<file path="src/rtl/flash_prot_pkg.sv">
// package: register map, field layout and constants of the flash protection and command object block
package flash_prot_pkg;
    // register offsets on the plain register port
    localparam logic [3:0] OFS_PPROT = 4'h0;
    localparam logic [3:0] OFS_DPROT = 4'h1;
    localparam logic [3:0] OFS_CIDX = 4'h2;
    localparam logic [3:0] OFS_COBJ_HI = 4'h3;
    localparam logic [3:0] OFS_COBJ_LO = 4'h4;
    localparam logic [3:0] OFS_STAT = 4'h5;
    localparam logic [3:0] OFS_RSV0 = 4'h6;
    localparam logic [3:0] OFS_COBJ_W = 4'h7;
    // program flash protection field positions
    localparam int PP_OPEN = 7;
    localparam int PP_HDIS = 5;
    localparam int PP_LDIS = 2;
    localparam int PP_HS_LSB = 3;
    localparam int PP_LS_LSB = 0;
    localparam logic [7:0] PP_WMASK = 8'hbf;
    // data flash protection fields
    localparam int DP_OPEN = 7;
    localparam logic [4:0] DP_SIZE_FULL = 5'h1f;
    localparam logic [7:0] DP_WMASK = 8'h9f;
    // status bits
    localparam int ST_COMMAND_COMPLETE_FLAG = 7;
    localparam int ST_PVIOL = 4;
    // command object geometry
    localparam int COB_WORDS = 6;
    localparam logic [2:0] COB_LAST = 3'h5;
    localparam logic [15:0] COB_IDX0_MASK = 16'hff7f;
    // data flash protection window
    localparam logic [22:0] DF_BASE = 23'h10_0000;
    localparam int DF_SECT_SHIFT = 8;
    // flash operation kinds requested by the command engine
    typedef enum logic [1:0] {
        OP_NONE = 2'h0,
        OP_PROGRAM = 2'h1,
        OP_SECT_ERASE = 2'h2,
        OP_BLOCK_ERASE = 2'h3
    } op_kind_t;
    // register port request
    typedef struct packed {
        logic [3:0] addr;
        logic [15:0] wdata;
        logic wr;
        logic rd;
    } reg_req_t;
    // protection check request from the command engine
    typedef struct packed {
        op_kind_t kind;
        logic [22:0] addr;
    } chk_req_t;
endpackage : flash_prot_pkg

</file>
<file path="src/rtl/flash_prot_cob.sv">
// flash protection registers, data flash protection checker and command object array
//
// Decided for this implementation: the address-and-strobe port and the register offsets.
`timescale 1ns/1ps
`default_nettype none

// block overview:
// holds the two add-only protection registers of the flash controller
// checks each engine program or erase against the data flash window
// owns the six-word command object that software fills before launch
// software writes to the object and both protection registers are refused while busy
// the configuration bytes arrive on ports and load once after reset
// nothing here runs a command; the engine outside does that
//
// register map on the plain port, low byte used unless noted:
//   0 program flash protection, 1 data flash protection
//   2 object index, 3 object high byte, 4 object low byte
//   5 status, 6 reserved zero, 7 object word (all sixteen bits)
//
// status layout: bit 7 complete flag, bit 4 violation flag
//   writing one to bit 7 while idle launches a command
//   writing one to bit 4 clears the violation flag
//
// limitations: no error signal on refused writes, software must
// read back; index writes are never locked, only the words are

// Contract
// - pflash protection follows allowed scenario transitions only
// - disallowed pflash scenario write is fully discarded
// - pflash protection read shows scenario in force
// - dflash size field only grows
// - dflash open bit only goes one to zero
// - dflash open bit zero protects, one unprotects
// - open bit one makes size field irrelevant
// - dflash protection loaded from configuration byte
// - double fault at load means full protection
// - protected program/erase refused, violation flag set
// - block erase refused if any sector protected
// - range from base, (size+1) times 256 bytes
// - six 16-bit words, byte and word access
// - object locked while command runs
// - results land in object, read after completion
// - indices six and seven read zero, ignore writes
// - word zero high code, low zero plus address
// - reserved register reads zero, ignores writes
// - high size writable only while high disable set
// - low size writable only while low disable set
module flash_prot_cob (
    // clock and reset
    input wire logic clock_in,
    input wire logic rstn_in,
    // register port
    input wire flash_prot_pkg::reg_req_t req_in,
    output logic [15:0] rdata_out,
    // configuration bytes sampled at the first edge after reset release
    input wire logic [7:0] cfg_pprot_in,
    input wire logic [7:0] cfg_dprot_in,
    input wire logic cfg_dbl_fault_in,
    // command engine side
    input wire flash_prot_pkg::chk_req_t chk_in,
    input wire logic done_in,
    input wire logic res_we_in,
    input wire logic [2:0] res_idx_in,
    input wire logic [15:0] res_data_in,
    output logic launch_out,
    output logic refuse_out,
    output logic busy_out,
    output logic [15:0] cob_word0_out,
    output logic [15:0] cob_word1_out
);

    // program flash protection, scenario bits plus size fields
    logic [7:0] pprot_r;
    // data flash protection, open bit plus size field
    logic [7:0] dprot_r;
    // object index, three bits reach all eight codes
    logic [2:0] cidx_r;
    // object words; codes six and seven have no storage
    logic [15:0] cob_r [flash_prot_pkg::COB_WORDS];
    // command complete flag and its registered inverse for the port
    logic command_complete_flag_r;
    logic busy_r;
    // sticky violation flag
    logic pviol_r;
    // low for the single load cycle after reset release
    logic loaded_r;
    // registered outputs
    logic [15:0] rdata_r;
    logic launch_r;
    logic refuse_r;

    // scenario is open, high disable, low disable packed in that order
    function automatic logic [2:0] scen(input logic [7:0] v);
        scen = {v[flash_prot_pkg::PP_OPEN], v[flash_prot_pkg::PP_HDIS], v[flash_prot_pkg::PP_LDIS]};
    endfunction : scen

    // transition table: bit t of row f set when f may move to t
    // rows only allow adding protection; scenario three is a dead end
    // scenario seven reaches everything, so it is the factory default
    function automatic logic trans_ok(input logic [2:0] f, input logic [2:0] t);
        logic [7:0] row;
        row = 8'h00;
        unique case (f)
            3'h0: row = 8'h0f;
            3'h1: row = 8'h0a;
            3'h2: row = 8'h0c;
            3'h3: row = 8'h08;
            3'h4: row = 8'h18;
            3'h5: row = 8'h3c;
            3'h6: row = 8'h5a;
            3'h7: row = 8'hff;
        endcase
        trans_ok = row[t];
    endfunction : trans_ok

    // protected byte count end address: base + (size+1)*256
    // one past the last protected byte, so the compare is a plain less-than
    // size zero still protects one sector of 256 bytes
    function automatic logic [22:0] df_end(input logic [4:0] sz);
        df_end = flash_prot_pkg::DF_BASE + 23'({18'h0, sz} + 23'h1) * (23'h1 << flash_prot_pkg::DF_SECT_SHIFT);
    endfunction : df_end


    // register port decode for the protection bytes
    // only the low byte of the write data matters for byte registers
    // the reserved bit six is masked off before any compare
    logic wr_pp;
    logic wr_dp;
    logic [7:0] pp_cand;
    logic [7:0] wb;
    always_comb begin
        wb = req_in.wdata[7:0];
        wr_pp = req_in.wr && req_in.addr == flash_prot_pkg::OFS_PPROT;
        wr_dp = req_in.wr && req_in.addr == flash_prot_pkg::OFS_DPROT;
        // size fields only take the written value while their disable bit is set now
        pp_cand = wb & flash_prot_pkg::PP_WMASK;
        if (!pprot_r[flash_prot_pkg::PP_HDIS]) begin
            pp_cand[flash_prot_pkg::PP_HS_LSB +: 2] = pprot_r[flash_prot_pkg::PP_HS_LSB +: 2];
        end
        if (!pprot_r[flash_prot_pkg::PP_LDIS]) begin
            pp_cand[flash_prot_pkg::PP_LS_LSB +: 2] = pprot_r[flash_prot_pkg::PP_LS_LSB +: 2];
        end
    end


    // reset tracking: load happens at first edge after release so no port feeds a reset value
    // the load cycle also blocks a protection register write at that same edge
    // so software must wait one edge after release before its first access
    always_ff @(posedge clock_in) begin
        if (!rstn_in) begin
            loaded_r <= 1'b0;
        end else begin
            loaded_r <= 1'b1;
        end
    end


    // program flash protection register
    // a write needs the idle flag and an allowed transition, else it is dropped whole
    // double fault leaves the open bit clear and the other used bits set
    // the reserved bit is masked at load too, so it always reads zero
    always_ff @(posedge clock_in) begin
        if (!rstn_in) begin
            pprot_r <= 8'h00;
        end else if (!loaded_r) begin
            pprot_r <= (cfg_dbl_fault_in ? 8'h7f : cfg_pprot_in) & flash_prot_pkg::PP_WMASK;
        end else if (wr_pp && command_complete_flag_r && trans_ok(scen(pprot_r), scen(pp_cand))) begin
            pprot_r <= pp_cand;
        end
    end


    // data flash protection register: add-only
    // size grows, open bit only falls; each field is judged on its own
    // so one write may tighten one field and be ignored for the other
    always_ff @(posedge clock_in) begin
        if (!rstn_in) begin
            dprot_r <= 8'h00;
        end else if (!loaded_r) begin
            if (cfg_dbl_fault_in) begin
                dprot_r <= {1'b0, 2'b00, flash_prot_pkg::DP_SIZE_FULL};
            end else begin
                dprot_r <= cfg_dprot_in & flash_prot_pkg::DP_WMASK;
            end
        end else if (wr_dp && command_complete_flag_r) begin
            if (wb[4:0] > dprot_r[4:0]) begin
                dprot_r[4:0] <= wb[4:0];
            end
            if (!wb[flash_prot_pkg::DP_OPEN]) begin
                dprot_r[flash_prot_pkg::DP_OPEN] <= 1'b0;
            end
        end
    end


    // protection check against the value in force
    // open bit set means the size field is ignored entirely
    // block erase is refused whenever any sector is covered
    // the compare is combinational; the refusal is registered below
    logic dp_hit;
    logic dp_any;
    logic bad_op;
    always_comb begin
        dp_any = !dprot_r[flash_prot_pkg::DP_OPEN];
        dp_hit = dp_any && chk_in.addr >= flash_prot_pkg::DF_BASE && chk_in.addr < df_end(dprot_r[4:0]);
        bad_op = 1'b0;
        unique case (chk_in.kind)
            flash_prot_pkg::OP_NONE: bad_op = 1'b0;
            flash_prot_pkg::OP_PROGRAM: bad_op = dp_hit;
            flash_prot_pkg::OP_SECT_ERASE: bad_op = dp_hit;
            flash_prot_pkg::OP_BLOCK_ERASE: bad_op = dp_any;
        endcase
    end


    // launch: a one written to the complete flag while idle
    // a launch write while busy is lost, not queued
    logic launch_wr;
    assign launch_wr = req_in.wr && req_in.addr == flash_prot_pkg::OFS_STAT && command_complete_flag_r && req_in.wdata[flash_prot_pkg::ST_COMMAND_COMPLETE_FLAG];


    // command complete flag: software clears by writing one, engine sets on done
    // done and a launch never take effect in one cycle: done only counts while busy, a launch only while idle
    always_ff @(posedge clock_in) begin
        if (!rstn_in) begin
            command_complete_flag_r <= 1'b1;
        end else if (done_in && !command_complete_flag_r) begin
            command_complete_flag_r <= 1'b1;
        end else if (launch_wr) begin
            command_complete_flag_r <= 1'b0;
        end
    end


    // busy mirror of the complete flag, its own flop so the port has no gate after it
    always_ff @(posedge clock_in) begin
        if (!rstn_in) begin
            busy_r <= 1'b0;
        end else if (done_in && !command_complete_flag_r) begin
            busy_r <= 1'b0;
        end else if (launch_wr) begin
            busy_r <= 1'b1;
        end
    end

    // violation flag: set wins over a same-cycle software clear
    // a clear is honoured in any state; only the set needs a busy cycle
    always_ff @(posedge clock_in) begin
        if (!rstn_in) begin
            pviol_r <= 1'b0;
        end else if (!command_complete_flag_r && bad_op) begin
            pviol_r <= 1'b1;
        end else if (req_in.wr && req_in.addr == flash_prot_pkg::OFS_STAT && req_in.wdata[flash_prot_pkg::ST_PVIOL]) begin
            pviol_r <= 1'b0;
        end
    end


    // engine strobes
    // refusal repeats every busy cycle the request stays protected
    // so the engine may sample it whenever it likes
    always_ff @(posedge clock_in) begin
        if (!rstn_in) begin
            launch_r <= 1'b0;
            refuse_r <= 1'b0;
        end else begin
            launch_r <= launch_wr;
            refuse_r <= !command_complete_flag_r && bad_op;
        end
    end


    // index register
    // not locked: software may point at results while a command runs
    always_ff @(posedge clock_in) begin
        if (!rstn_in) begin
            cidx_r <= 3'h0;
        end else if (req_in.wr && req_in.addr == flash_prot_pkg::OFS_CIDX) begin
            cidx_r <= req_in.wdata[2:0];
        end
    end


    // command object array: byte or word writes, locked while busy, results from engine
    // engine results only land while busy, software writes only while idle
    // so the two writers can never collide on one word
    // bit seven of word zero low byte is forced zero on every software write that reaches the low byte
    logic cob_we_hi;
    logic cob_we_lo;
    always_comb begin
        cob_we_hi = req_in.wr && command_complete_flag_r && cidx_r <= flash_prot_pkg::COB_LAST &&
                    (req_in.addr == flash_prot_pkg::OFS_COBJ_HI || req_in.addr == flash_prot_pkg::OFS_COBJ_W);
        cob_we_lo = req_in.wr && command_complete_flag_r && cidx_r <= flash_prot_pkg::COB_LAST &&
                    (req_in.addr == flash_prot_pkg::OFS_COBJ_LO || req_in.addr == flash_prot_pkg::OFS_COBJ_W);
    end
    always_ff @(posedge clock_in) begin
        if (!rstn_in) begin
            for (int i = 0; i < flash_prot_pkg::COB_WORDS; i++) begin
                cob_r[i] <= 16'h0000;
            end
        end else if (!command_complete_flag_r) begin
            if (res_we_in && res_idx_in <= flash_prot_pkg::COB_LAST) begin
                cob_r[res_idx_in] <= res_data_in;
            end
        end else begin
            if (cob_we_hi) begin
                cob_r[cidx_r][15:8] <= (req_in.addr == flash_prot_pkg::OFS_COBJ_W) ? req_in.wdata[15:8] : wb;
            end
            if (cob_we_lo) begin
                cob_r[cidx_r][7:0] <= wb & ((cidx_r == 3'h0) ? flash_prot_pkg::COB_IDX0_MASK[7:0] : 8'hff);
            end
        end
    end


    // read data one cycle after the strobe
    // read data return to zero in cycles without a read strobe
    // unmapped offsets and the reserved register read as zero
    logic [15:0] cob_sel;
    logic [15:0] rd_nxt;
    always_comb begin
        cob_sel = (cidx_r <= flash_prot_pkg::COB_LAST) ? cob_r[cidx_r] : 16'h0000;
        rd_nxt = 16'h0000;
        unique case (req_in.addr)
            flash_prot_pkg::OFS_PPROT: rd_nxt = {8'h00, pprot_r};
            flash_prot_pkg::OFS_DPROT: rd_nxt = {8'h00, dprot_r};
            flash_prot_pkg::OFS_CIDX: rd_nxt = {13'h0000, cidx_r};
            flash_prot_pkg::OFS_COBJ_HI: rd_nxt = {8'h00, cob_sel[15:8]};
            flash_prot_pkg::OFS_COBJ_LO: rd_nxt = {8'h00, cob_sel[7:0]};
            flash_prot_pkg::OFS_COBJ_W: rd_nxt = cob_sel;
            flash_prot_pkg::OFS_STAT: rd_nxt = {8'h00, command_complete_flag_r, 2'b00, pviol_r, 4'h0};
            flash_prot_pkg::OFS_RSV0: rd_nxt = 16'h0000;
            default: rd_nxt = 16'h0000;
        endcase
    end
    always_ff @(posedge clock_in) begin
        if (!rstn_in) begin
            rdata_r <= 16'h0000;
        end else begin
            rdata_r <= req_in.rd ? rd_nxt : 16'h0000;
        end
    end


    // every output comes straight from a flop
    assign rdata_out = rdata_r;
    assign launch_out = launch_r;
    assign refuse_out = refuse_r;
    assign busy_out = busy_r;
    assign cob_word0_out = cob_r[0];
    assign cob_word1_out = cob_r[1];
endmodule : flash_prot_cob
`default_nettype wire

</file>
<file path="config.mk">
export PLATFORM = sky130hd
export DESIGN_NAME = flash_prot_cob
export DESIGN_NICKNAME = d
export VERILOG_FILES = /design/src/rtl/flash_prot_pkg.sv /design/src/rtl/flash_prot_cob.sv
export SDC_FILE = /design/constraint.sdc
export NUM_CORES = 1
export LEC_CHECK = 0
export BUFFER_PORTS_ARGS = -buffer_cell sky130_fd_sc_hd__buf_2
export CAP_MARGIN = 20
export CORE_ASPECT_RATIO = 1.1
export CORE_UTILIZATION = 51
export CTS_CLUSTER_SIZE = 10
export DETAILED_ROUTE_END_ITERATION = 12
export GPL_TIMING_DRIVEN = 1
export PLACE_DENSITY = 0.76
export SETUP_SLACK_MARGIN = 0.3
export SYNTH_ARGS = -nofsm -noshare
export SYNTH_HDL_FRONTEND = slang
export SYNTH_SLANG_ARGS = --single-unit
</file>
<file path="constraint.sdc">
create_clock -name clock_in -period 2.7 [get_ports clock_in]
set_clock_uncertainty 0.05 [all_clocks]
set_input_delay 0.54 -clock clock_in [delete_from_list [all_inputs] [get_ports clock_in]]
set_output_delay 0.54 -clock clock_in [all_outputs]
set_load 0.02 [all_outputs]
</file>
Word-level counts from Yosys, hierarchy flattened
Memory sizes are Yosys's and may differ from the RTL's. A register that Yosys moved wholly into a read port is not among the register bits.
Cells that the tools add are included.
{"block": "op_classes", "shift": 0, "n_lt_le_gt_ge": 6, "n_eq_ne": 15, "bitwise_logic": 2, "n_mux": 47, "add_sub_neg": 2, "reduce_logical": 36, "div_mod_pow": 0, "mul": 0}
{"op": "$pmux 16 s7", "n": 1}
{"op": "$mux 8", "n": 8}
{"op": "$mux 16", "n": 3}
{"op": "$reduce_or 16->1", "n": 2}
{"op": "$ge 23x21->1 const B", "n": 1}
{"op": "$lt 23x22->1", "n": 1}
{"op": "$add 21x14->22 const A", "n": 1}
{"op": "$mux 1", "n": 21}
{"op": "$logic_and 1x1->1", "n": 19}
{"op": "$mux 3", "n": 6}
{"op": "$mux 5", "n": 3}
{"op": "$eq 4x3->1 const B", "n": 3}
{"op": "$reduce_and 2->1", "n": 5}
{"op": "$and 8x8->8", "n": 1}
{"op": "$eq 4x2->1 const B", "n": 2}
{"op": "$add 5x1->6 const B", "n": 1}
{"op": "$le 3x3->1 const B", "n": 2}
{"op": "$mux 2", "n": 3}
{"op": "$ne 2x1->1 const B", "n": 3}
{"op": "$ne 2x2->1 const B", "n": 3}
{"op": "$gt 5x5->1", "n": 1}
{"op": "$eq 2x2->1 const B", "n": 2}
{"op": "$eq 4x1->1 const B", "n": 1}
{"op": "$logic_not 4->1", "n": 1}
{"op": "11 further kinds", "n": 14}
{"block": "totals", "latchBits": 0, "mem_bits_ro": 56, "ram_bits": 96, "output_inout_bits": 51, "n_memories": 2, "register_bits": 40, "word_cells": 124, "in_bits": 87}
{"name": "cob_r", "depth": 6, "width": 16, "rd": 3, "rd_ports_with_merged_regs": 1, "write_ports": 6, "line_no": "flash_prot_cob.sv:79", "source": "logic [15:0] cob_r [flash_prot_pkg::COB_WORDS];"}
{"name": "(no name shown)", "depth": 8, "width": 7, "rd": 1, "rd_ports_with_merged_regs": 1, "write_ports": 0, "line_no": "flash_prot_cob.sv:103", "source": "unique case (f)"}

Longest topological paths before layout
Gate-level depths: netlist of the first run.
{"block": "logic_depth", "depth_word": 9, "depth_mapped": 10, "ltp_nobuf": 10}

Worst setup path before layout of the first run
OpenSTA, ideal clock, no wires.
{"block": "synth_timing", "path_type": "input port to flip-flop", "start": "in req_in[19] in the netlist's numbering", "end": "mem cob_r[5][0] (enable)", "t_required_ns": 2.255, "setup_time_ns": 0.395, "path_stages": 7, "slack_ns": -0.035, "arrival_ns": 2.290, "cell_sequence": "buf_2 > and2_1 > a21oi_1 > or3_1 > buf_2 > nor2_1 > nor4_1"}
{"item": "from (decl)", "line_no": "flash_prot_cob.sv:53", "source": "input wire flash_prot_pkg::reg_req_t req_in,"}
{"item": "to (decl)", "line_no": "flash_prot_cob.sv:79"}

==> flow_metrics.tcl, run 1 <==
set metrics [dict create \
    path_class "reg -> reg" \
    place_congestion 0.935 \
    cts_tree "done" \
    synthCells 650 \
    cts_root_buf "clkbuf_16" \
    grt_antenna_before_repair 2 \
    rows 47 \
    drtAntennaViolNets 0 \
    synth_edf_count 128 \
    path_max_fanout 8 \
    p_per_area_mw_per_mm2 595 \
    crit_path_end_kind "register" \
    outcome "complete, no violations" \
    wl_mm 20.9 \
    first_pass_iters 5 \
    cts_buffers 17 \
    ys_seq_elements 176 \
    yosysUniqueCellTypes 59 \
    setup_tns_ns 0 \
    hold_path.class "in -> reg" \
    portBuffers 126 \
    fp.dieH_um 134 \
    cp.required_ns 2.76 \
    overflow 0 \
    finalInstanceArea_mm2 0.00976 \
    viasPerCell 5.72 \
    drtIter0Drc 509 \
    worstMarginPinSlew_ns 0.641 \
    final_nets 930 \
    startpoint_type "register" \
    peakVddDrop_uv 438 \
    wl_per_cell_um 20.1 \
    finalSetupViolCount 0 \
    power.leakage_uw 0.00388 \
    grt_max_degree 34 \
    grt_pass1_vias 6124 \
    fmax_mhz 439 \
    die_area_mm2 0.0163 \
    ys_warn_count 0 \
    area_delta_synth_final_pct 21.1 \
    grtUsageTotal 0.268 \
    grt_pass1_wl_mm 31.9 \
    rsz0062_at_grt "false" \
    syn_avg_cell_area_um2 12.4 \
    cts.sinks 176 \
    place_area_mm2 0.00918 \
    htreeDepth 4 \
    finalCritPeriodShare 0.844 \
    ys.flop_type "edfxtp_1" \
    slew_headroom 0.573 \
    start_util 0.530 \
    async_flop_share 0 \
    hpwl_mm 15.2 \
    hold_viol_final 0 \
    critPathArrivalTime_ns 2.34 \
    ios 138 \
    netlist_area_mm2 0.00807 \
    die_w_um 122 \
    synth_seq_area_share 0.596 \
    clk_pin_slew_worst_paths_ns 0.06 \
    drive_gt1_frac 0.313 \
    hold_buffers 0 \
    cap_violations 0 \
    coreArea_mm2 0.0152 \
    drc 0 \
    insertion_delay_ns 0.43 \
    min_period_ns 2.28 \
    p_total_uw 5810 \
    report.final.slew_viol_count 0 \
    vias 5947 \
    clockBufferDepth 2 \
]
==> logic make-up (layout without fill, tap and decap cells) <==
logic type | Yosys count | count (layout) | share of synthesized area
other | 1 | 33 | 0.000465
muxes | 69 | 69 | 0.138
DFF | 176 | 176 | 0.596
adders and majority gates | 13 | 13 | 0.0202
buffers and inverters | 54 | 216 | 0.0287
and+or+nand+nor | 240 | 240 | 0.134
xor gates and xnor gates | 4 | 4 | 0.00434
AOI/OAI and AO/OA | 93 | 93 | 0.0785
==> critical path, cell delays in order (launching register included) <==
cell and delay, ns:
dfxtp_2 0.39, and2_2 0.21, nand3_1 0.16, or3_1 0.47, o31ai_4 0.19, buf_4 0.18, nand2_2 0.08, nand2_2 0.22
==> area by class of cell <==
| type | instances | area (um2) |
|---|---|---|
| diodes | 1 | 2.50 |
| clock buffers | 19 | 433 |
| clock inverters | 13 | 115 |
| fillers | 1156 | 5470 |
| inverters | 29 | 109 |
| multi-input cells | 451 | 3190 |
| flip-flops and latches | 176 | 4810 |
| well taps | 196 | 245 |
| repair buffers | 155 | 861 |
==> state kept, by name, indices dropped and copies added, names as in the netlist, named ones only <==
| name | flops |
|---|---|
| launch_out | 1 |
| cob_r | 128 |
| dprot_r | 6 |
| pprot_r | 7 |
| command_complete_flag_r | 1 |
| refuse_out | 1 |
| loaded_r | 1 |
| pviol_r | 1 |
| busy_out | 1 |
| cidx_r | 3 |
| rdata_out | 16 |
==> synthesized netlist by cell type, drive strengths merged (7+ instances only) <==
cell,instances,area share
mux4,33,0.092
edfxtp,128,0.48
a21oi,37,0.025
nand2,59,0.029
mux2i,30,0.037
inv,29,0.013
nor2,116,0.055
nand3,11,0.0068
nor3,10,0.0074
nor2b,9,0.0073
and2,8,0.0067
a22oi,7,0.0065
buf,14,0.010
o21ai,12,0.0074
clkbuf,11,0.0051
dfxtp,48,0.12
ha,13,0.020
==> layout by cell type (no fill, tap or decap), drive strengths merged, types with 2 or more instances in the layout <==
cell,count
edfxtp,128
nor4,4
xnor2,4
a31oi,3
o211ai,5
nor3,10
o22ai,3
mux2i,30
dfxtp,48
or2,6
nand3,11
nor2,116
and2,8
inv,30
conb,32
a21oi,37
clkbuf,19
nand2b,6
o31ai,4
nand2,59
or3,2
nor3b,3
and3,2
a22oi,7
mux2,6
nor2b,9
clkinv,8
mux4,33
buf,155
ha,13
a21boi,4
o21a,6
clkinvlp,3
o21ai,12
o32ai,3
==> metrics by stage <==
stage	util	hold WS, ns	instances	worst slack, ns
4_1_cts	0.640	0.311	1039	0.342
3_3_place_gp	0.603	0.402	1006	0.182
6_report	0.641	0.321	1040	0.420
3_5_place_dp	0.603	0.421	1006	0.127
2_1_floorplan	-	0.389	681	0.233
5_1_grt	0.641	0.330	1040	0.306
==> what timing repair did <==
action	in CTS	in global routing
gates resized for setup	1	7
pin swaps	0	0
buffers inserted	1	0
endpoints found under the setup margin	6	100
==> layer usage <==
layer | GRT usage | up-vias | wire length (um) | share of wire
met4 | 0.112 | 2 | 427 | 0.020
met3 | 0.0621 | 34 | 1890 | 0.090
met5 | 0 | - | 11 | 0.00053
li1 | - | 2711 | - | -
met2 | 0.448 | 291 | 10400 | 0.50
met1 | 0.333 | 2909 | 8240 | 0.39
==> where the power goes <==
part	internal (uW)	leakage [uW]	switching [uW]	total, uW
Clock	1270	0.000261	1010	2280
Sequential	3000	0.00171	52.7	3050
Combinational	196	0.00191	291	487
==> final timing paths <==
path	end	cells after the start	slack, ns	from
min	dprot_r[7]	3	0.32	cfg_dprot_in[7]
max	cob_r[0][15]	7	0.42	command_complete_flag_r
min reg2reg	pprot_r[1]	2	0.43	pprot_r[1]
max reg2reg	cob_r[0][15]	7	0.42	command_complete_flag_r
(Power assumes the default switching activity.)
==> inputs of run 2 (changes only) <==
--- a/config.mk
+++ b/config.mk
@@ -5,6 +5,7 @@
 export SDC_FILE = /design/constraint.sdc
 export NUM_CORES = 1
 export LEC_CHECK = 0
+export ABC_AREA = 1
 export BUFFER_PORTS_ARGS = -buffer_cell sky130_fd_sc_hd__buf_2
 export CAP_MARGIN = 20
 export CORE_ASPECT_RATIO = 1.1
==> constraint.sdc (replaced) <==
create_clock -name clock_in -period 2 [get_ports clock_in]
set_clock_uncertainty 0.05 [all_clocks]
set_input_delay 0.4 -clock clock_in [delete_from_list [all_inputs] [get_ports clock_in]]
set_output_delay 0.4 -clock clock_in [all_outputs]
set_load 0.02 [all_outputs]
==> run 2 against run 1 <==
Compared with the run above:
- sequential share of layout area shrank 8.0 points
- clock power increased by 51%
- wire length grew 26%
- power rose by 47%
- hold slack worse by 0.16 ns
- critical path depth grew 3
- combinational power increased by 100%
- clock-buffer cell count unchanged
==> flow_metrics.tcl, run 2 <==
set metrics [dict create \
    outcome "complete, no violations" \
    diodes 0 \
    yosysMostFrequentCell "nor2_1" \
    grt_max_degree 33 \
    crit_buf_inv 2 \
    rows 48 \
    cts_buffers 17 \
    place_congestion 0.925 \
    clk_pin_slew_worst_paths_ns 0.07 \
    cts.sinks 176 \
    viasPerCell 5.79 \
    p_per_area_mw_per_mm2 732 \
    crit_path_end_kind "register" \
    insertion_delay_ns 0.44 \
    ios 138 \
    dr.max_layer_used "met4" \
    first_pass_iters 7 \
    ys_seq_elements 176 \
    synth_seq_area_share 0.585 \
    slowest_stage "dfxtp_2" \
    hpwl_mm 17.1 \
    grt_antenna_before_repair 0 \
    area_delta_synth_final_pct 42.4 \
    coreArea_mm2 0.0157 \
    startpoint_type "register" \
    largest_reg_flops 128 \
    fillers 977 \
    synthCells 863 \
    met1Wirelength_mm 9.53 \
    drtAntennaViolNets 0 \
    path_class "reg -> reg" \
    cap_violations 0 \
    overflow 0 \
    yosys.area.top_type "edfxtp_1" \
    final_cell_mix "edfxtp_1, nor2_1, buf_2" \
    final_nets 1221 \
    grt_pass1_wl_mm 38.7 \
    crit_family "simple AND/OR/NAND/NOR gates" \
    die_w_um 123 \
    yosys.area.top_type_share 0.468 \
    wl_per_cell_um 19.8 \
    layout_commonest_cell "edfxtp_1" \
    place_area_mm2 0.0102 \
    multi_input_area_mm2 0.00388 \
    regArea_mm2 0.00483 \
    path_max_fanout 8 \
    crit_path_max_incr_delay_ns 0.34 \
    finalCritPeriodShare 0.916 \
    finalInstanceArea_mm2 0.0117 \
    synth_edf_count 128 \
    peakVddDrop_uv 533 \
    syn_avg_cell_area_um2 9.52 \
    vias 7720 \
    fp.dieH_um 135 \
    start_util 0.522 \
    async_flop_share 0 \
    min_period_ns 1.83 \
    wl_mm 26.4 \
    netlist_area_mm2 0.00821 \
    hold_path.class "in -> reg" \
    die_area_mm2 0.0166 \
    drtIter0Drc 723 \
    dr_wl_met3_mm 2.58 \
    power.leakage_uw 0.00493 \
    cts_tree "done" \
    path_cells "nand2_4 -> clkinv_2 -> nor2_4 -> nand3_4 -> nand2_8 -> nand2_4 -> o21ai_4 -> buf_12 -> nand3_4 -> nand2_8" \
    portBuffers 126 \
    drc 0 \
    wl_met2_mm 12.8 \
    top_register "cob_r" \
    yosysUniqueCellTypes 47 \
    rsz0062_at_grt "true" \
    ys.flop_type "edfxtp_1" \
    cp.required_ns 2.09 \
    ys_warn_count 0 \
    fmax_mhz 546 \
    critPathArrivalTime_ns 1.92 \
    netlist_top_cells_count "nor2_1, edfxtp_1, nand2_1" \
    ys_top_cells_by_area "edfxtp_1, dfxtp_1, nor2_1" \
    clockBufferDepth 2 \
    grt_pass1_vias 7425 \
    cts_root_buf "clkbuf_16" \
    hold_viol_final 0 \
    report.final.slew_viol_count 0 \
    finalSetupViolCount 0 \
    grtUsageTotal 0.316 \
    htreeDepth 4 \
    drive_gt1_frac 0.377 \
    hold_ws_ns 0.165 \
]
-- run 2: where the power goes --
group / switching [uW] / total [uW] / internal, uW / leakage (uW)
Combinational: 610 / 998 / 388 / 0.00293
Clock: 1370 / 3440 / 2070 / 0.000287
Sequential: 68.1 / 4130 / 4060 / 0.00172
-- run 2: final timing paths --
kind	startpoint	end	slack [ns]	cells past startpoint
max	cidx_r[1]	cob_r[2][9]	0.17	10
min	cfg_dprot_in[7]	dprot_r[7]	0.16	3
max reg2reg	cidx_r[1]	cob_r[2][9]	0.17	10
min reg2reg	busy_out	busy_out	0.41	2
-- run 2: cell families after synthesis --
logic type               synth area share
AND/OR/NAND/NOR                     0.210
buffers and inverters              0.0525
other                            0.000457
adder cells (fa/ha/maj)            0.0198
XOR/XNOR                          0.00320
AO/OA/AOI/OAI                       0.129
flip-flops                          0.585
-- run 2: per-layer routing --
layer,vias up,track usage
met5,-,0
met4,0,0.167
met3,137,0.0570
met2,552,0.523
met1,3570,0.392
li1,3461,-
-- run 2: through the flow --
| step | setup TNS (ns) | util | setup WS, ns | total power [uW] | instances |
|---|---|---|---|---|---|
| floorplan | 0 | - | 0.0452 | 4640 | 894 |
| global placement | -4.58 | 0.650 | -0.0766 | 5020 | 1281 |
| detailed placement | -10.63 | 0.650 | -0.132 | 5040 | 1281 |
| CTS | 0 | 0.722 | 0.191 | 8440 | 1328 |
| global route | 0 | 0.743 | 0.100 | 8810 | 1334 |
| finish | 0 | 0.743 | 0.167 | 8560 | 1334 |
-- run 2: what timing repair did --
| action | 4_1_cts | 5_1_grt |
|---|---|---|
| cloned | 1 | 1 |
| hold buffers | 0 | 0 |
| resized for setup | 106 | 80 |
| setup endpoints to repair | 237 | 234 |
| pin swaps | 23 | 26 |
| buffers inserted | 14 | 5 |
-- run 2: worst reg2reg max path: stages (launching register included) --
cell and delay [ns]:
dfxtp_2 0.34, nand2_4 0.08, clkinv_2 0.08, nor2_4 0.11, nand3_4 0.11, nand2_8 0.13
nand2_4 0.06, o21ai_4 0.11, buf_12 0.15, nand3_4 0.17, nand2_8 0.15
-- run 2: final cells by class --
cell class,instances,area share
Timing Repair inverter,1,0.000428
Tap cell,200,0.0214
Timing Repair Buffer,239,0.154
Multi-Input combinational cell,608,0.332
Sequential cell,176,0.413
Inverter,78,0.0280
Clock buffer,19,0.0370
Clock inverter,13,0.0144
